## src/pkg/psie_consts.svh

```systemverilog
// Constants for the port status, service data and event instruction interpreter
`ifndef PSIE_CONSTS_SVH
`define PSIE_CONSTS_SVH
// ----------------------------------------------------------------
// Register word addresses
// ----------------------------------------------------------------
`define PSIE_ADDR_CMD      8'h00
`define PSIE_ADDR_LEN      8'h01
`define PSIE_ADDR_STAT     8'h02
`define PSIE_BUF_SEL_BIT   7
// ----------------------------------------------------------------
// Field positions of the command and status registers
// ----------------------------------------------------------------
`define PSIE_CMD_ACC_LSB   0
`define PSIE_CMD_ATTR_LSB  8
`define PSIE_CMD_DEV_LSB   16
`define PSIE_CMD_RD_BIT    24
`define PSIE_CMD_GO_BIT    31
`define PSIE_STAT_CODE_LSB 16
// ----------------------------------------------------------------
// Instruction codes
// ----------------------------------------------------------------
`define PSIE_ATTR          8'h05
`define PSIE_ACC_STATUS    8'h0d
`define PSIE_ACC_ISDU      8'h10
`define PSIE_ACC_EVENT     8'h20
`define PSIE_DEV_ALL       8'h00
`define PSIE_DEV_FIRST     8'h01
`define PSIE_DEV_LAST      8'h08
// ----------------------------------------------------------------
// Line modes, service data control values, completion codes
// ----------------------------------------------------------------
`define PSIE_CQ_LINK       4'h1
`define PSIE_CTL_EVEN      8'h00
`define PSIE_CTL_ODD       8'h80
`define PSIE_CTL_ARM       8'h01
`define PSIE_CTL_NORMAL    8'h00
`define PSIE_CTL_BUSY      8'h01
`define PSIE_CMP_OK        16'h0000
`define PSIE_CMP_NOT_LINK  16'h8202
`define PSIE_CMP_BAD_PARAM 16'h0001
// ----------------------------------------------------------------
// Transfer lengths in words
// ----------------------------------------------------------------
`define PSIE_ISDU_MIN      7'd2
`define PSIE_ISDU_MAX      7'd118
`define PSIE_EVT_MIN       7'd2
`define PSIE_EVT_MAX       7'd12
`define PSIE_STAT_ONE      7'd5
`define PSIE_STAT_ALL      7'd40
`define PSIE_STAT_WORDS    3'd5
`endif

```

## src/pkg/psie_pkg.sv

```systemverilog
// Types shared by the instruction interpreter and its environment
package psie_pkg;
  // ----------------------------------------------------------------
  // Per-port live status delivered by the port logic
  // ----------------------------------------------------------------
  typedef struct packed {
    logic [3:0]  aux_input_line_mode;
    logic [3:0]  cq_mode;
    logic [7:0]  cycle_time;
    logic [7:0]  baud_rate_code;
    logic [7:0]  conn_state;
    logic [15:0] vendor_id;
    logic [23:0] device_id;
  } psie_port_stat_t;

  // ----------------------------------------------------------------
  // Field-side operation request
  // ----------------------------------------------------------------
  typedef enum logic [1:0] {
    PSIE_OP_WRITE,
    PSIE_OP_READ,
    PSIE_OP_EVENT
  } psie_op_t;

  typedef struct packed {
    psie_op_t    op;
    logic [2:0]  port;
    logic [15:0] index;
    logic [7:0]  subidx;
    logic [6:0]  len;
  } psie_fd_req_t;

  typedef struct packed {
    logic        done;
    logic        busy;
    logic [6:0]  len;
  } psie_fd_rsp_t;

  typedef struct packed {
    logic        en;
    logic [6:0]  addr;
    logic [15:0] data;
  } psie_fd_wr_t;
endpackage : psie_pkg

```

## src/verilog/psie_cmd.sv

```systemverilog
// Dedicated instruction interpreter: port status, service data and event reads
// ----------------------------------------------------------------
// Operation
// - Status words carry a port number 1 to 8.
// - Combined line mode: 0 off, 1 link, 3 switching in, 4 switching out.
// - Auxiliary input line mode: 0 off, 1 input operation.
// - Cycle time reported in 100 us steps.
// - Baud rate code 0, 1, 2 for the three link speeds.
// - Connection state 00, 40, 80 or ff.
// - Vendor and device identifiers placed most significant byte first.
// - Non-link port reports zero in cycle, baud, connection and identifiers.
// - Service data instruction is attribute 05, access 10, ports 1 to 8.
// - Service data length 2 to 118 words.
// - Word zero holds the 16-bit parameter index.
// - Word one low byte holds the sub-index 0 to 255.
// - Control 01 write only arms a pending read selection.
// - Read returns control 00 for valid data, 01 for busy.
// - Service data on a non-link port completes with 8202.
// - Any intervening operation discards the pending read selection.
// - Event read instruction is attribute 05, access 20, ports 1 to 8.
// - Event read is two words per event, 2 to 12 words.
// - Event codes little endian; empty slots read as zero.
// - Status report is 5 words per port, 40 for all ports.
// ----------------------------------------------------------------
//
// The register offsets and the Avalon-MM interface to the registers are this design's own decisions.
`timescale 1ns/1ps
`include "psie_consts.svh"

module psie_cmd
  import psie_pkg::*;
#(
  parameter int NPORT    = 8,
  parameter int BUF_WORDS = 118
) (
  input  wire logic                        clk,
  input  wire logic                        arst_n,
  input  wire logic                        ce,
  input  wire logic [7:0]                  address,
  input  wire logic                        read,
  input  wire logic                        write,
  input  wire logic [31:0]                 writedata,
  input  wire logic [3:0]                  byteenable,
  output logic      [31:0]                 readdata,
  output logic                             waitrequest,
  input  wire psie_port_stat_t [NPORT-1:0] port_stat,
  output logic                             fd_req_valid,
  output psie_fd_req_t                     fd_req,
  input  wire logic                        fd_req_ready,
  input  wire logic [6:0]                  fd_rd_addr,
  output logic      [15:0]                 fd_rd_data,
  input  wire psie_fd_wr_t                 fd_wr,
  input  wire psie_fd_rsp_t                fd_rsp,
  output logic                             busy
);

  // ----------------------------------------------------------------
  // State
  // ----------------------------------------------------------------
  typedef enum logic [2:0] {
    PSIE_IDLE,
    PSIE_FILL,
    PSIE_FD_REQ,
    PSIE_FD_WAIT,
    PSIE_ZERO,
    PSIE_HDR
  } psie_state_t;

  psie_state_t   state_reg;
  psie_state_t   state_next;
  logic [15:0]   buf_mem [BUF_WORDS];
  logic [31:0]   cmd_reg;
  logic [6:0]    len_reg;
  logic [15:0]   cmp_reg;
  logic [6:0]    cnt_reg;
  logic [6:0]    cnt_next;
  logic [6:0]    end_reg;
  logic [6:0]    end_next;
  logic [15:0]   cmp_next;
  logic          rd_done_reg;
  logic          pend_reg;
  logic          pend_next;
  logic [2:0]    pend_port_reg;
  logic [15:0]   pend_index_reg;
  logic [7:0]    pend_sub_reg;
  logic          busy_rsp_reg;
  logic          req_valid_next;
  psie_fd_req_t  req_next;

  // ----------------------------------------------------------------
  // Status word builder
  // ----------------------------------------------------------------
  function automatic logic [15:0] stat_word(input psie_port_stat_t s,
                                            input logic [3:0] num,
                                            input logic [2:0] k);
    logic        link;
    logic [15:0] w;
    link = (s.cq_mode == `PSIE_CQ_LINK);
    w    = 16'h0000;
    unique case (k)
      3'd0:    w = {s.aux_input_line_mode, s.cq_mode, 4'h0, num};
      3'd1:    w = {s.baud_rate_code, s.cycle_time};
      3'd2:    w = {s.vendor_id[15:8], s.conn_state};
      3'd3:    w = {s.device_id[23:16], s.vendor_id[7:0]};
      default: w = {s.device_id[7:0], s.device_id[15:8]};
    endcase
    if (!link && k != 3'd0) begin
      w = 16'h0000;
    end
    return w;
  endfunction : stat_word

  // ----------------------------------------------------------------
  // Bus decode
  // ----------------------------------------------------------------
  wire         sel_buf   = address[`PSIE_BUF_SEL_BIT];
  wire  [6:0]  buf_idx   = address[6:0];
  wire         buf_ok    = sel_buf && (buf_idx < 7'(BUF_WORDS));
  wire         any_be    = |byteenable;
  wire         idle      = (state_reg == PSIE_IDLE);
  wire         wr_cmd    = write && any_be && !sel_buf && address == `PSIE_ADDR_CMD;
  wire         wr_len    = write && any_be && !sel_buf && address == `PSIE_ADDR_LEN;
  wire         go        = wr_cmd && writedata[`PSIE_CMD_GO_BIT] && idle;
  wire         sw_buf_wr = write && buf_ok && idle && (|byteenable[1:0]);

  assign waitrequest = read && !rd_done_reg;
  assign busy        = !idle;

  // ----------------------------------------------------------------
  // Command decode, taken from the fields written with the go bit
  // ----------------------------------------------------------------
  wire  [7:0]  c_acc   = writedata[`PSIE_CMD_ACC_LSB +: 8];
  wire  [7:0]  c_attr  = writedata[`PSIE_CMD_ATTR_LSB +: 8];
  wire  [7:0]  c_dev   = writedata[`PSIE_CMD_DEV_LSB +: 8];
  wire         c_rd    = writedata[`PSIE_CMD_RD_BIT];
  wire         c_one   = c_dev >= `PSIE_DEV_FIRST && c_dev <= `PSIE_DEV_LAST;
  wire  [2:0]  c_port  = 3'(c_dev - `PSIE_DEV_FIRST);
  wire         c_link  = port_stat[c_port].cq_mode == `PSIE_CQ_LINK;
  wire         is_stat = c_attr == `PSIE_ATTR && c_acc == `PSIE_ACC_STATUS && c_rd;
  wire         is_isdu = c_attr == `PSIE_ATTR && c_acc == `PSIE_ACC_ISDU;
  wire         is_evt  = c_attr == `PSIE_ATTR && c_acc == `PSIE_ACC_EVENT && c_rd;
  wire         len_isdu = len_reg >= `PSIE_ISDU_MIN && len_reg <= `PSIE_ISDU_MAX;
  wire         len_evt  = len_reg >= `PSIE_EVT_MIN && len_reg <= `PSIE_EVT_MAX
                          && !len_reg[0];
  wire  [7:0]  w1_ctl  = buf_mem[1][15:8];
  wire         ctl_arm = w1_ctl == `PSIE_CTL_ARM;
  wire         ctl_wr  = w1_ctl == `PSIE_CTL_EVEN || w1_ctl == `PSIE_CTL_ODD;
  wire         pend_hit = pend_reg && pend_port_reg == c_port;

  // ----------------------------------------------------------------
  // Buffer write source selection
  // ----------------------------------------------------------------
  wire         fill_we  = state_reg == PSIE_FILL;
  wire  [3:0]  fill_num = 4'(cnt_reg / 7'(`PSIE_STAT_WORDS)) + 4'(cmd_reg[`PSIE_CMD_DEV_LSB +: 4]);
  wire  [3:0]  fill_pnum = (cmd_reg[`PSIE_CMD_DEV_LSB +: 8] == `PSIE_DEV_ALL)
                           ? fill_num + 4'h1 : cmd_reg[`PSIE_CMD_DEV_LSB +: 4];
  wire  [2:0]  fill_k   = 3'(cnt_reg % 7'(`PSIE_STAT_WORDS));
  wire  [15:0] fill_w   = stat_word(port_stat[3'(fill_pnum - 4'h1)], fill_pnum, fill_k);
  wire         evt_op   = fd_req.op == PSIE_OP_EVENT;
  wire         fd_we    = state_reg == PSIE_FD_WAIT && fd_wr.en
                          && fd_wr.addr < 7'(BUF_WORDS);
  // Event codes land on odd words and are swapped into little endian order
  wire  [15:0] fd_w     = (evt_op && fd_wr.addr[0])
                          ? {fd_wr.data[7:0], fd_wr.data[15:8]} : fd_wr.data;
  wire  [15:0] hdr_w    = (cnt_reg == 7'd0) ? pend_index_reg
                          : {busy_rsp_reg ? `PSIE_CTL_BUSY : `PSIE_CTL_NORMAL,
                             pend_sub_reg};
  wire         zero_we  = state_reg == PSIE_ZERO;
  wire         hdr_we   = state_reg == PSIE_HDR;
  wire         mem_we   = sw_buf_wr || fill_we || fd_we || zero_we || hdr_we;
  wire  [6:0]  mem_addr = sw_buf_wr ? buf_idx : fd_we ? fd_wr.addr : cnt_reg;
  wire  [15:0] mem_data = sw_buf_wr ? writedata[15:0]
                          : fill_we ? fill_w
                          : fd_we   ? fd_w
                          : hdr_we  ? hdr_w
                          : 16'h0000;

  // ----------------------------------------------------------------
  // Sequencer
  // ----------------------------------------------------------------
  always_comb begin
    state_next     = state_reg;
    cnt_next       = cnt_reg;
    end_next       = end_reg;
    cmp_next       = cmp_reg;
    pend_next      = pend_reg;
    req_valid_next = fd_req_valid;
    req_next       = fd_req;
    unique case (state_reg)
      PSIE_IDLE: begin
        if (go) begin
          cmp_next  = `PSIE_CMP_OK;
          cnt_next  = 7'd0;
          // Anything other than the arming write or a matching read drops the selection
          pend_next = 1'b0;
          if (is_stat && (c_one || c_dev == `PSIE_DEV_ALL)) begin
            end_next   = c_one ? `PSIE_STAT_ONE : `PSIE_STAT_ALL;
            state_next = PSIE_FILL;
          end else if (is_isdu && c_one && len_isdu) begin
            if (!c_link) begin
              cmp_next = `PSIE_CMP_NOT_LINK;
            end else if (!c_rd && ctl_arm) begin
              pend_next = 1'b1;
            end else if (!c_rd && ctl_wr) begin
              req_next       = '{PSIE_OP_WRITE, c_port, buf_mem[0], buf_mem[1][7:0], len_reg};
              req_valid_next = 1'b1;
              state_next     = PSIE_FD_REQ;
            end else if (c_rd && pend_hit) begin
              pend_next      = 1'b1;
              req_next       = '{PSIE_OP_READ, c_port, pend_index_reg, pend_sub_reg, len_reg};
              req_valid_next = 1'b1;
              state_next     = PSIE_FD_REQ;
            end else begin
              cmp_next = `PSIE_CMP_BAD_PARAM;
            end
          end else if (is_evt && c_one && len_evt) begin
            req_next       = '{PSIE_OP_EVENT, c_port, 16'h0000, 8'h00, len_reg};
            req_valid_next = 1'b1;
            state_next     = PSIE_FD_REQ;
          end else begin
            cmp_next = `PSIE_CMP_BAD_PARAM;
          end
        end
      end
      PSIE_FILL: begin
        cnt_next = cnt_reg + 7'd1;
        if (cnt_next == end_reg) begin
          state_next = PSIE_IDLE;
        end
      end
      PSIE_FD_REQ: begin
        if (fd_req_ready) begin
          req_valid_next = 1'b0;
          state_next     = PSIE_FD_WAIT;
        end
      end
      PSIE_FD_WAIT: begin
        if (fd_rsp.done) begin
          cnt_next = (fd_rsp.len < fd_req.len) ? fd_rsp.len : fd_req.len;
          end_next = fd_req.len;
          if (fd_req.op == PSIE_OP_EVENT) begin
            state_next = (cnt_next == end_next) ? PSIE_IDLE : PSIE_ZERO;
          end else if (fd_req.op == PSIE_OP_READ) begin
            // A busy answer keeps the selection so the read may be retried
            pend_next  = fd_rsp.busy;
            cnt_next   = 7'd0;
            state_next = PSIE_HDR;
          end else begin
            state_next = PSIE_IDLE;
          end
        end
      end
      PSIE_ZERO: begin
        cnt_next = cnt_reg + 7'd1;
        if (cnt_next == end_reg) begin
          state_next = PSIE_IDLE;
        end
      end
      PSIE_HDR: begin
        cnt_next = cnt_reg + 7'd1;
        if (cnt_reg == 7'd1) begin
          state_next = PSIE_IDLE;
        end
      end
    endcase
  end

  // ----------------------------------------------------------------
  // Sequencer registers
  // ----------------------------------------------------------------
  always_ff @(posedge clk or negedge arst_n) begin
    if (!arst_n) begin
      state_reg    <= PSIE_IDLE;
      cnt_reg      <= 7'd0;
      end_reg      <= 7'd0;
      cmp_reg      <= `PSIE_CMP_OK;
      pend_reg     <= 1'b0;
      fd_req_valid <= 1'b0;
      fd_req       <= '0;
    end else if (ce) begin
      state_reg    <= state_next;
      cnt_reg      <= cnt_next;
      end_reg      <= end_next;
      cmp_reg      <= cmp_next;
      pend_reg     <= pend_next;
      fd_req_valid <= req_valid_next;
      fd_req       <= req_next;
    end
  end

  // ----------------------------------------------------------------
  // Pending read selection and busy flag
  // ----------------------------------------------------------------
  always_ff @(posedge clk or negedge arst_n) begin
    if (!arst_n) begin
      pend_port_reg  <= 3'd0;
      pend_index_reg <= 16'h0000;
      pend_sub_reg   <= 8'h00;
      busy_rsp_reg   <= 1'b0;
    end else if (ce) begin
      if (idle && go && is_isdu && !c_rd && ctl_arm) begin
        pend_port_reg  <= c_port;
        pend_index_reg <= buf_mem[0];
        pend_sub_reg   <= buf_mem[1][7:0];
      end
      if (state_reg == PSIE_FD_WAIT && fd_rsp.done) begin
        busy_rsp_reg <= fd_rsp.busy;
      end
    end
  end

  // ----------------------------------------------------------------
  // Software registers
  // ----------------------------------------------------------------
  always_ff @(posedge clk or negedge arst_n) begin
    if (!arst_n) begin
      cmd_reg <= 32'h0000_0000;
      len_reg <= 7'd0;
    end else if (ce) begin
      // Writes during a running instruction would corrupt its decode, so they are dropped
      if (wr_cmd && idle) begin
        cmd_reg <= {1'b0, writedata[30:0]};
      end
      if (wr_len && idle) begin
        len_reg <= writedata[6:0];
      end
    end
  end

  // ----------------------------------------------------------------
  // Buffer memory, no reset
  // ----------------------------------------------------------------
  always_ff @(posedge clk) begin
    if (ce && mem_we) begin
      buf_mem[mem_addr] <= mem_data;
    end
  end

  always_ff @(posedge clk or negedge arst_n) begin
    if (!arst_n) begin
      fd_rd_data <= 16'h0000;
    end else if (ce) begin
      fd_rd_data <= (fd_rd_addr < 7'(BUF_WORDS)) ? buf_mem[fd_rd_addr] : 16'h0000;
    end
  end

  // ----------------------------------------------------------------
  // Read data, one wait cycle on every read
  // ----------------------------------------------------------------
  wire  [31:0] rd_word = buf_ok ? {16'h0000, buf_mem[buf_idx]}
                         : sel_buf ? 32'h0000_0000
                         : address == `PSIE_ADDR_CMD  ? cmd_reg
                         : address == `PSIE_ADDR_LEN  ? {25'h0, len_reg}
                         : address == `PSIE_ADDR_STAT ? {cmp_reg, 14'h0, pend_reg, !idle}
                         : 32'h0000_0000;

  always_ff @(posedge clk or negedge arst_n) begin
    if (!arst_n) begin
      rd_done_reg <= 1'b0;
      readdata    <= 32'h0000_0000;
    end else if (ce) begin
      rd_done_reg <= read && !rd_done_reg;
      if (read && !rd_done_reg) begin
        readdata <= rd_word;
      end
    end
  end

endmodule : psie_cmd
```

## config.mk

```make
export PLATFORM = sky130hd
export DESIGN_NAME = psie_cmd
export DESIGN_NICKNAME = d
export VERILOG_FILES = /design/src/pkg/psie_pkg.sv /design/src/verilog/psie_cmd.sv
export VERILOG_INCLUDE_DIRS = /design/src /design/src/pkg
export SDC_FILE = /design/constraint.sdc
export NUM_CORES = 2
export LEC_CHECK = 0
export BUFFER_PORTS_ARGS = -buffer_cell sky130_fd_sc_hd__buf_2
export CAP_MARGIN = 30
export CORE_MARGIN = 2
export CORE_UTILIZATION = 32
export DETAILED_ROUTE_END_ITERATION = 10
export GPL_ROUTABILITY_DRIVEN = 0
export PLACE_DENSITY_LB_ADDON = 0.2
export REMOVE_ABC_BUFFERS = 1
export SETUP_SLACK_MARGIN = 0.4
export SYNTH_ARGS = -nofsm -noshare
export SYNTH_HDL_FRONTEND = slang
export SYNTH_SLANG_ARGS = --single-unit
```

## constraint.sdc

```tcl
create_clock -name clk -period 11.5 [get_ports clk]
set_input_delay 0.575 -clock clk [delete_from_list [all_inputs] [get_ports clk]]
set_output_delay 0.575 -clock clk [all_outputs]
set_load 0.03 [all_outputs]
```

Word-level counts from Yosys, hierarchy flattened

Memories as Yosys holds them, arrays and structs flattened.
Index checks and enable logic that the tools add are counted.

Register bits after elaboration: 186
RAM bits: 1888
Input port bits: 666
Output and inout bits: 87
Word-level logic and storage cells: 250
Memories kept: 1

Memory list:

| name    | depth | bits a word | read ports | clocked after memory_dff | write ports | line           | RTL |
|---|---|---|---|---|---|---|---|
| buf_mem | 118   | 16          | 4          | 0                        | 1           | psie_cmd.sv:71 | `logic [15:0] buf_mem [BUF_WORDS];` |

Add/sub/neg operators: 5
Divide/modulo/power cells: 2
Magnitude comparators: 11
Eq/ne operators: 44
Mux-type cells: 85
Bitwise operators: 1
Reduce and logical (&&, ||, !) cells: 81

Operators by type and width:

| operator             | count |
|---|---|
| $bmux W72 S3         | 2 |
| $mux W36             | 6 |
| $mux W16             | 11 |
| $mux W32             | 5 |
| $mux W72             | 1 |
| $mux W7              | 10 |
| $mux W68             | 1 |
| $pmux W16 S4         | 1 |
| $mux W3              | 15 |
| $logic_and A1 B1 Y1  | 41 |
| $logic_not A8 Y1     | 4 |
| $mux W1              | 26 |
| $lt A7 B7 Y1 const B | 3 |
| $pmux W7 S3          | 1 |
| $eq A8 B1 Y1 const B | 2 |
| $pmux W3 S5          | 1 |
| $eq A7 B7 Y1         | 2 |
| $ne A2 B2 Y1 const B | 7 |
| $pmux W7 S2          | 1 |
| $eq A3 B2 Y1 const B | 4 |
| $reduce_and A10 Y1   | 1 |
| $reduce_and A2 Y1    | 5 |
| $reduce_and A9 Y1    | 1 |
| $eq A4 B1 Y1 const B | 2 |
| 50 further kinds     | 76 |

Logic depth before layout (Yosys ltp)

Depth after elaboration: 13
Gate-level depth with buffers: 24
Mapped depth without buffers: 19

Worst setup path after synthesis

OpenSTA, ideal clock, no wires.

Path kind: reg-to-reg
Start point: reg cnt_reg[0]
End point: mem buf_mem[0][4] (data pin)
Library setup time: 1.150 ns
Arrival: 10.164 ns
Data required time: 10.350 ns
Path slack: 0.186 ns
Cell stages (with the launch flop): 25
Buffers on the path: 7
Period minus slack after synthesis: 11.314 ns
Cells stage by stage: dfrtp_1 > inv_1 > ha_1 > or4b_1 > a32oi_1 > and2_1 > a21oi_1 > o22ai_1 > a21oi_1 > ha_1 > nor4_1 > a21oi_1 > buf_2 > buf_2 > buf_2 > ha_1 > clkbuf_1 > buf_1 > clkbuf_1 > clkbuf_1 > mux4_2 > nand2_1 > a21oi_1 > nor4_1 > a211oi_1

Word-level cells in the longest chain between the ends: 13
Elaborated cells between the ends (all ways): 24
Classes of those cells: add/sub (3); div (2); eq/ne (4); mux (10); reduce/logical (5)

RTL lines:

| what                           | line            | RTL |
|---|---|---|
| from (decl)                    | psie_cmd.sv:75  | `logic [6:0] cnt_reg;` |
| from (signal assigned)         | psie_cmd.sv:282 | `cnt_reg <= cnt_next;` |
| $div A7 B3 Y7                  | psie_cmd.sv:154 | `` wire [3:0] fill_num = 4'(cnt_reg / 7'(`PSIE_STAT_WORDS)) + 4'(cmd_reg[`PSIE_CMD_DEV_LSB +: 4]); `` |
| $add A4 B4 Y4                  | psie_cmd.sv:154 |  |
| $add A4 B1 Y4                  | psie_cmd.sv:156 | `` ? fill_num + 4'h1 : cmd_reg[`PSIE_CMD_DEV_LSB +: 4]; `` |
| $mux W4                        | psie_cmd.sv:155 | `` wire [3:0] fill_pnum = (cmd_reg[`PSIE_CMD_DEV_LSB +: 8] == `PSIE_DEV_ALL) `` |
| $sub A3 B1 Y3                  | psie_cmd.sv:158 | `wire [15:0] fill_w = stat_word(port_stat[3'(fill_pnum - 4'h1)], fill_pnum, fill_k);` |
| $bmux W72 S3                   | psie_cmd.sv:158 |  |
| $mux W72 (not written as such) | psie_cmd.sv:158 |  |
| $eq A4 B1 Y1 (no source line)  | -               |  |
| $logic_not A1 Y1               | psie_cmd.sv:107 | `if (!link && k != 3'd0) begin` |
| $logic_and A1 B1 Y1            | psie_cmd.sv:107 |  |
| $mux W16                       | psie_cmd.sv:107 |  |
| $mux W16 *                     | psie_cmd.sv:173 | `: fill_we ? fill_w` |
| $mux W16 *                     | psie_cmd.sv:172 | `wire [15:0] mem_data = sw_buf_wr ? writedata[15:0]` |
| named net mem_data[4]          | psie_cmd.sv:172 |  |
| to (decl)                      | psie_cmd.sv:71  |  |

The timed path passes the listed nets; every way through them passes the cells marked *. The select of a mux whose other input is x is not followed.

Final worst setup path

Start point: reg cnt_reg[0]
End point: mem buf_mem[21][15] (data pin)

The elaborated chain is that of the path after synthesis.

==> metrics.md <==
| Metric | Value |
|---|---|
| Cell Count Post-Placement | 10290 |
| Synth area leader | edfxtp_1 |
| RSZ-0062 raised after global routing | no |
| MaxCap Viol Count | 0 |
| Initial Util | 32.13% |
| Largest register FFs | 1888 |
| Hold Vio Cnt, Final | 0 |
| First-pass GRT wire length | 585100 um |
| Root buffer cell | clkbuf_16 |
| Yosys reg bits | 2060 |
| Share of layout cells above drive strength 1 | 42.07% |
| Syn Area/Cell | 18.29 um2 |
| Top cells by count, synth | edfxtp_1, mux4_2, nand2_1 |
| Global-route usage over all layers | 26.75% |
| Detailed placer's ending HPWL | 297200 um |
| Outcome | complete, no violations |
| Worst hold path startpoint | writedata[14] |
| Post-synthesis instance area | 102100 um2 |
| Drt drc | 0 |
| Crit start category | flip-flop |
| Least-Margin Pin Slew | 1.072 ns |
| Register area share after synthesis | 59.74% |
| Pwr/cell area | 184.1 nW/um2 |
| Pin count of the biggest net entering global routing | 113 |
| TritonCTS buffer count | 221 |
| Final slew viol count | 0 |
| Setup bufs post-CTS | 0 |
| Via count | 65200 |
| Crit path time final | 8.515 ns |
| Comb power frac | 22.7% |
| Register name with the most flops | buf_mem |
| Sw Pwr | 6.930 mW |
| Area contributors post-synth | edfxtp_1, mux4_2, dfrtp_1 |
| YS warnings | 0 |
| Asr flop ratio synth | 8.350% |
| Dominant synthesized flop cell | edfxtp_1 |
| Initial DRC count | 7954 |
| CP arrival | 9.00 ns |
| DR pass1 iterations | 6 |
| Post-Place Worst Slack | 3.170 ns |
| CP endpoint kind | flip-flop |
| Vias per cell | 6.022 |
| Die height | 568.9 um |
| Netlist cell types | 81 |
| Clk pwr share | 32.9% |
| Row Count | 207 |
| P_int | 15.20 mW |
| Worst hold slack | 0.04645 ns |
| RR Startpoint | cnt_reg[0] |
| Setup CP Type | reg -> reg |
| Worst VDD drop | 0.1403 mV |
| Cell with the most instances after synthesis | edfxtp_1 |
| CP cell instances | inv_1 -> ha_1 -> o21ai_0 -> o221ai_1 -> o21ai_0 -> a21oi_1 -> o22ai_1 -> a21oi_1 -> ha_1 -> fa_1 -> inv_1 -> a21oi_1 -> ha_4 -> buf_4 -> mux4_2 -> nand2_1 -> nand2_1 -> a211o_1 -> nor4_1 -> nor3_2 -> buf_4 -> buf_4 |
| Clock Latency Late Sink | 0.91 ns |
| Port bufs | 752 |
| Crit. Startpoint | cnt_reg[0] |
| Vias in the first global route | 64030 |
| Grt ovf | 0 |
| Hold/Removal Path Class | in -> reg |
| Share of Yosys cell area claimed by the top area cell type | 55.52% |
| Slowest stage cell on the critical path | nor4_1 |
| Slowest stage delay, CP | 0.78 ns |
| Non-filler cells in the finished layout | 10830 |
| TNS Setup | 0 ns |
| Fin crit share | 74.04% |
| Syn Inst Count | 5583 |
| Net Sw Frac | 31.32% |
| Worst Clk Skew | 0.05474 ns |
| Worst Path Max Fanout | 73 |
| Synth-to-Final Area Change | 17.71% |
| DRT Wirelength | 436800 um |
| EDFF count, synth | 1888 |
| I/O pins | 753 |
| Largest regs | buf_mem: 1888 flops, fd_req: 36 flops, readdata: 32 flops |
| WP data required | 11.98 ns |
| Die Width | 568.9 um |
| Initial antenna violation count | 138 |
| Worst setup slack after layout | 2.985 ns |
| Die ar. | 323600 um2 |
| Post-DR wirelength/cell | 40.34 um |
| Seq pwr share | 44.3% |
| Final Setup Violations | 0 |
| Layout Nets | 7037 |
| Fmax | 117.4 MHz |
| Relative slew slack | 26.48% |
| Sink Count | 2060 |
| Pleak | 40.45 nW |
| DRT antenna net count | 0 |
| Clock-pin slew on the worst setup and hold paths | 0.07 ns |
| Bufs on Longest Clock Path | 4 |
| CTS tree | yes |
| Core ar. | 317800 um2 |
| H-Tree Depth | 4 |
## critical path: cells and delay by family (launching register included)
kind                     cells  cell delay (ns)
buffers and inverters        5             1.73
adder cells (fa/ha/maj)      4             1.61
AO/OA/AOI/OAI                8             2.22
AND/OR/NAND/NOR              4             1.07
multiplexers                 1             0.42
flip-flops                   1             0.74
## cell families (layout without fill, tap and decap cells)
group / count (synthesis) / count (layout) / synth area share, %
flops: 2060 / 2060 / 59.74
other cells: 0 / 124 / 0
buf+inv: 484 / 1424 / 2.012
mux: 1557 / 1557 / 30.39
fa+ha+maj: 19 / 19 / 0.2377
simple gates: 897 / 897 / 3.908
compound gates: 537 / 537 / 3.460
xor+xnor: 29 / 29 / 0.2487
## metrics by stage
stage	utilization [%]	total power, mW	instance area, um2
floorplan	-	12.38	100200
global placement	35.14	14.75	111700
detailed placement	35.38	14.89	112400
CTS	37.71	22.13	119800
global route	37.77	22.72	120000
finish	37.82	22.13	120200
## cell type report
| type | instances | area [um2] |
|---|---|---|
| antenna | 124 | 310.3 |
| clock buffer | 280 | 5957 |
| clock inverter | 113 | 1249 |
| fill | 29120 | 197600 |
| inverter | 39 | 148.9 |
| multi-input combinational | 3039 | 40010 |
| sequential | 2060 | 61000 |
| tap | 4180 | 5230 |
| timing repair buffer | 992 | 6294 |
## what timing repair did
| item | in CTS | in global routing |
|---|---|---|
| hold endpoints to repair | 83 | 0 |
| gates resized for setup | 0 | 0 |
| hold buffers | 20 | 0 |
## routing by layer
layer	routed length, um	track usage [%]
met1	157400	32.23
met2	205800	42.38
met3	37030	6.431
met4	36210	18.57
met5	376	0
## final timing paths
check,to,slack (ns),cells after the start
worst max-delay path,buf_mem[21][15],2.99,22
worst min-delay path,cmd_reg[14],0.05,3
worst max register to register,buf_mem[21][15],2.99,22
worst min register to register,fd_req[20],0.46,2
max in group asynchronous,pend_sub_reg[6],9.84,3
min in group asynchronous,fd_req[32],0.27,2
## cells in the final DEF, fill, tap and decap left out, drive strengths merged, types with 15 or more instances in the layout
master       synthesis  final
buf                223    970
nor3                29     29
nand3               87     87
o211ai              20     20
nor2               230    230
nand2              402    402
ha                  17     17
clkbuf             222    282
dlygate4sd3          0     20
mux2i              271    271
mux4              1228   1228
o2bb2ai             15     15
nand4               16     16
a22oi               18     18
o22ai               42     42
bufinv               0     26
a221oi              35     35
nor4                29     29
xnor2               18     18
mux2                58     58
diode                0    124
inv                 38     42
edfxtp            1888   1888
clkinv               1     75
dfrtp              172    172
nor2b               19     19
a21oi              153    153
a211oi              19     19
o221ai              28     28
o21ai              108    108
## power by group through the flow
stage                     Combinational (mW)  Clock, mW  Sequential (mW)
after floorplan                         2.19          0             10.2
after global placement                  4.80          0             9.95
after detailed placement                4.93          0             9.95
after CTS                               4.95       7.39             9.79
after global routing                    5.25       7.66             9.82
final                                   5.03       7.29             9.80
Power figures use the tool's default switching activity.
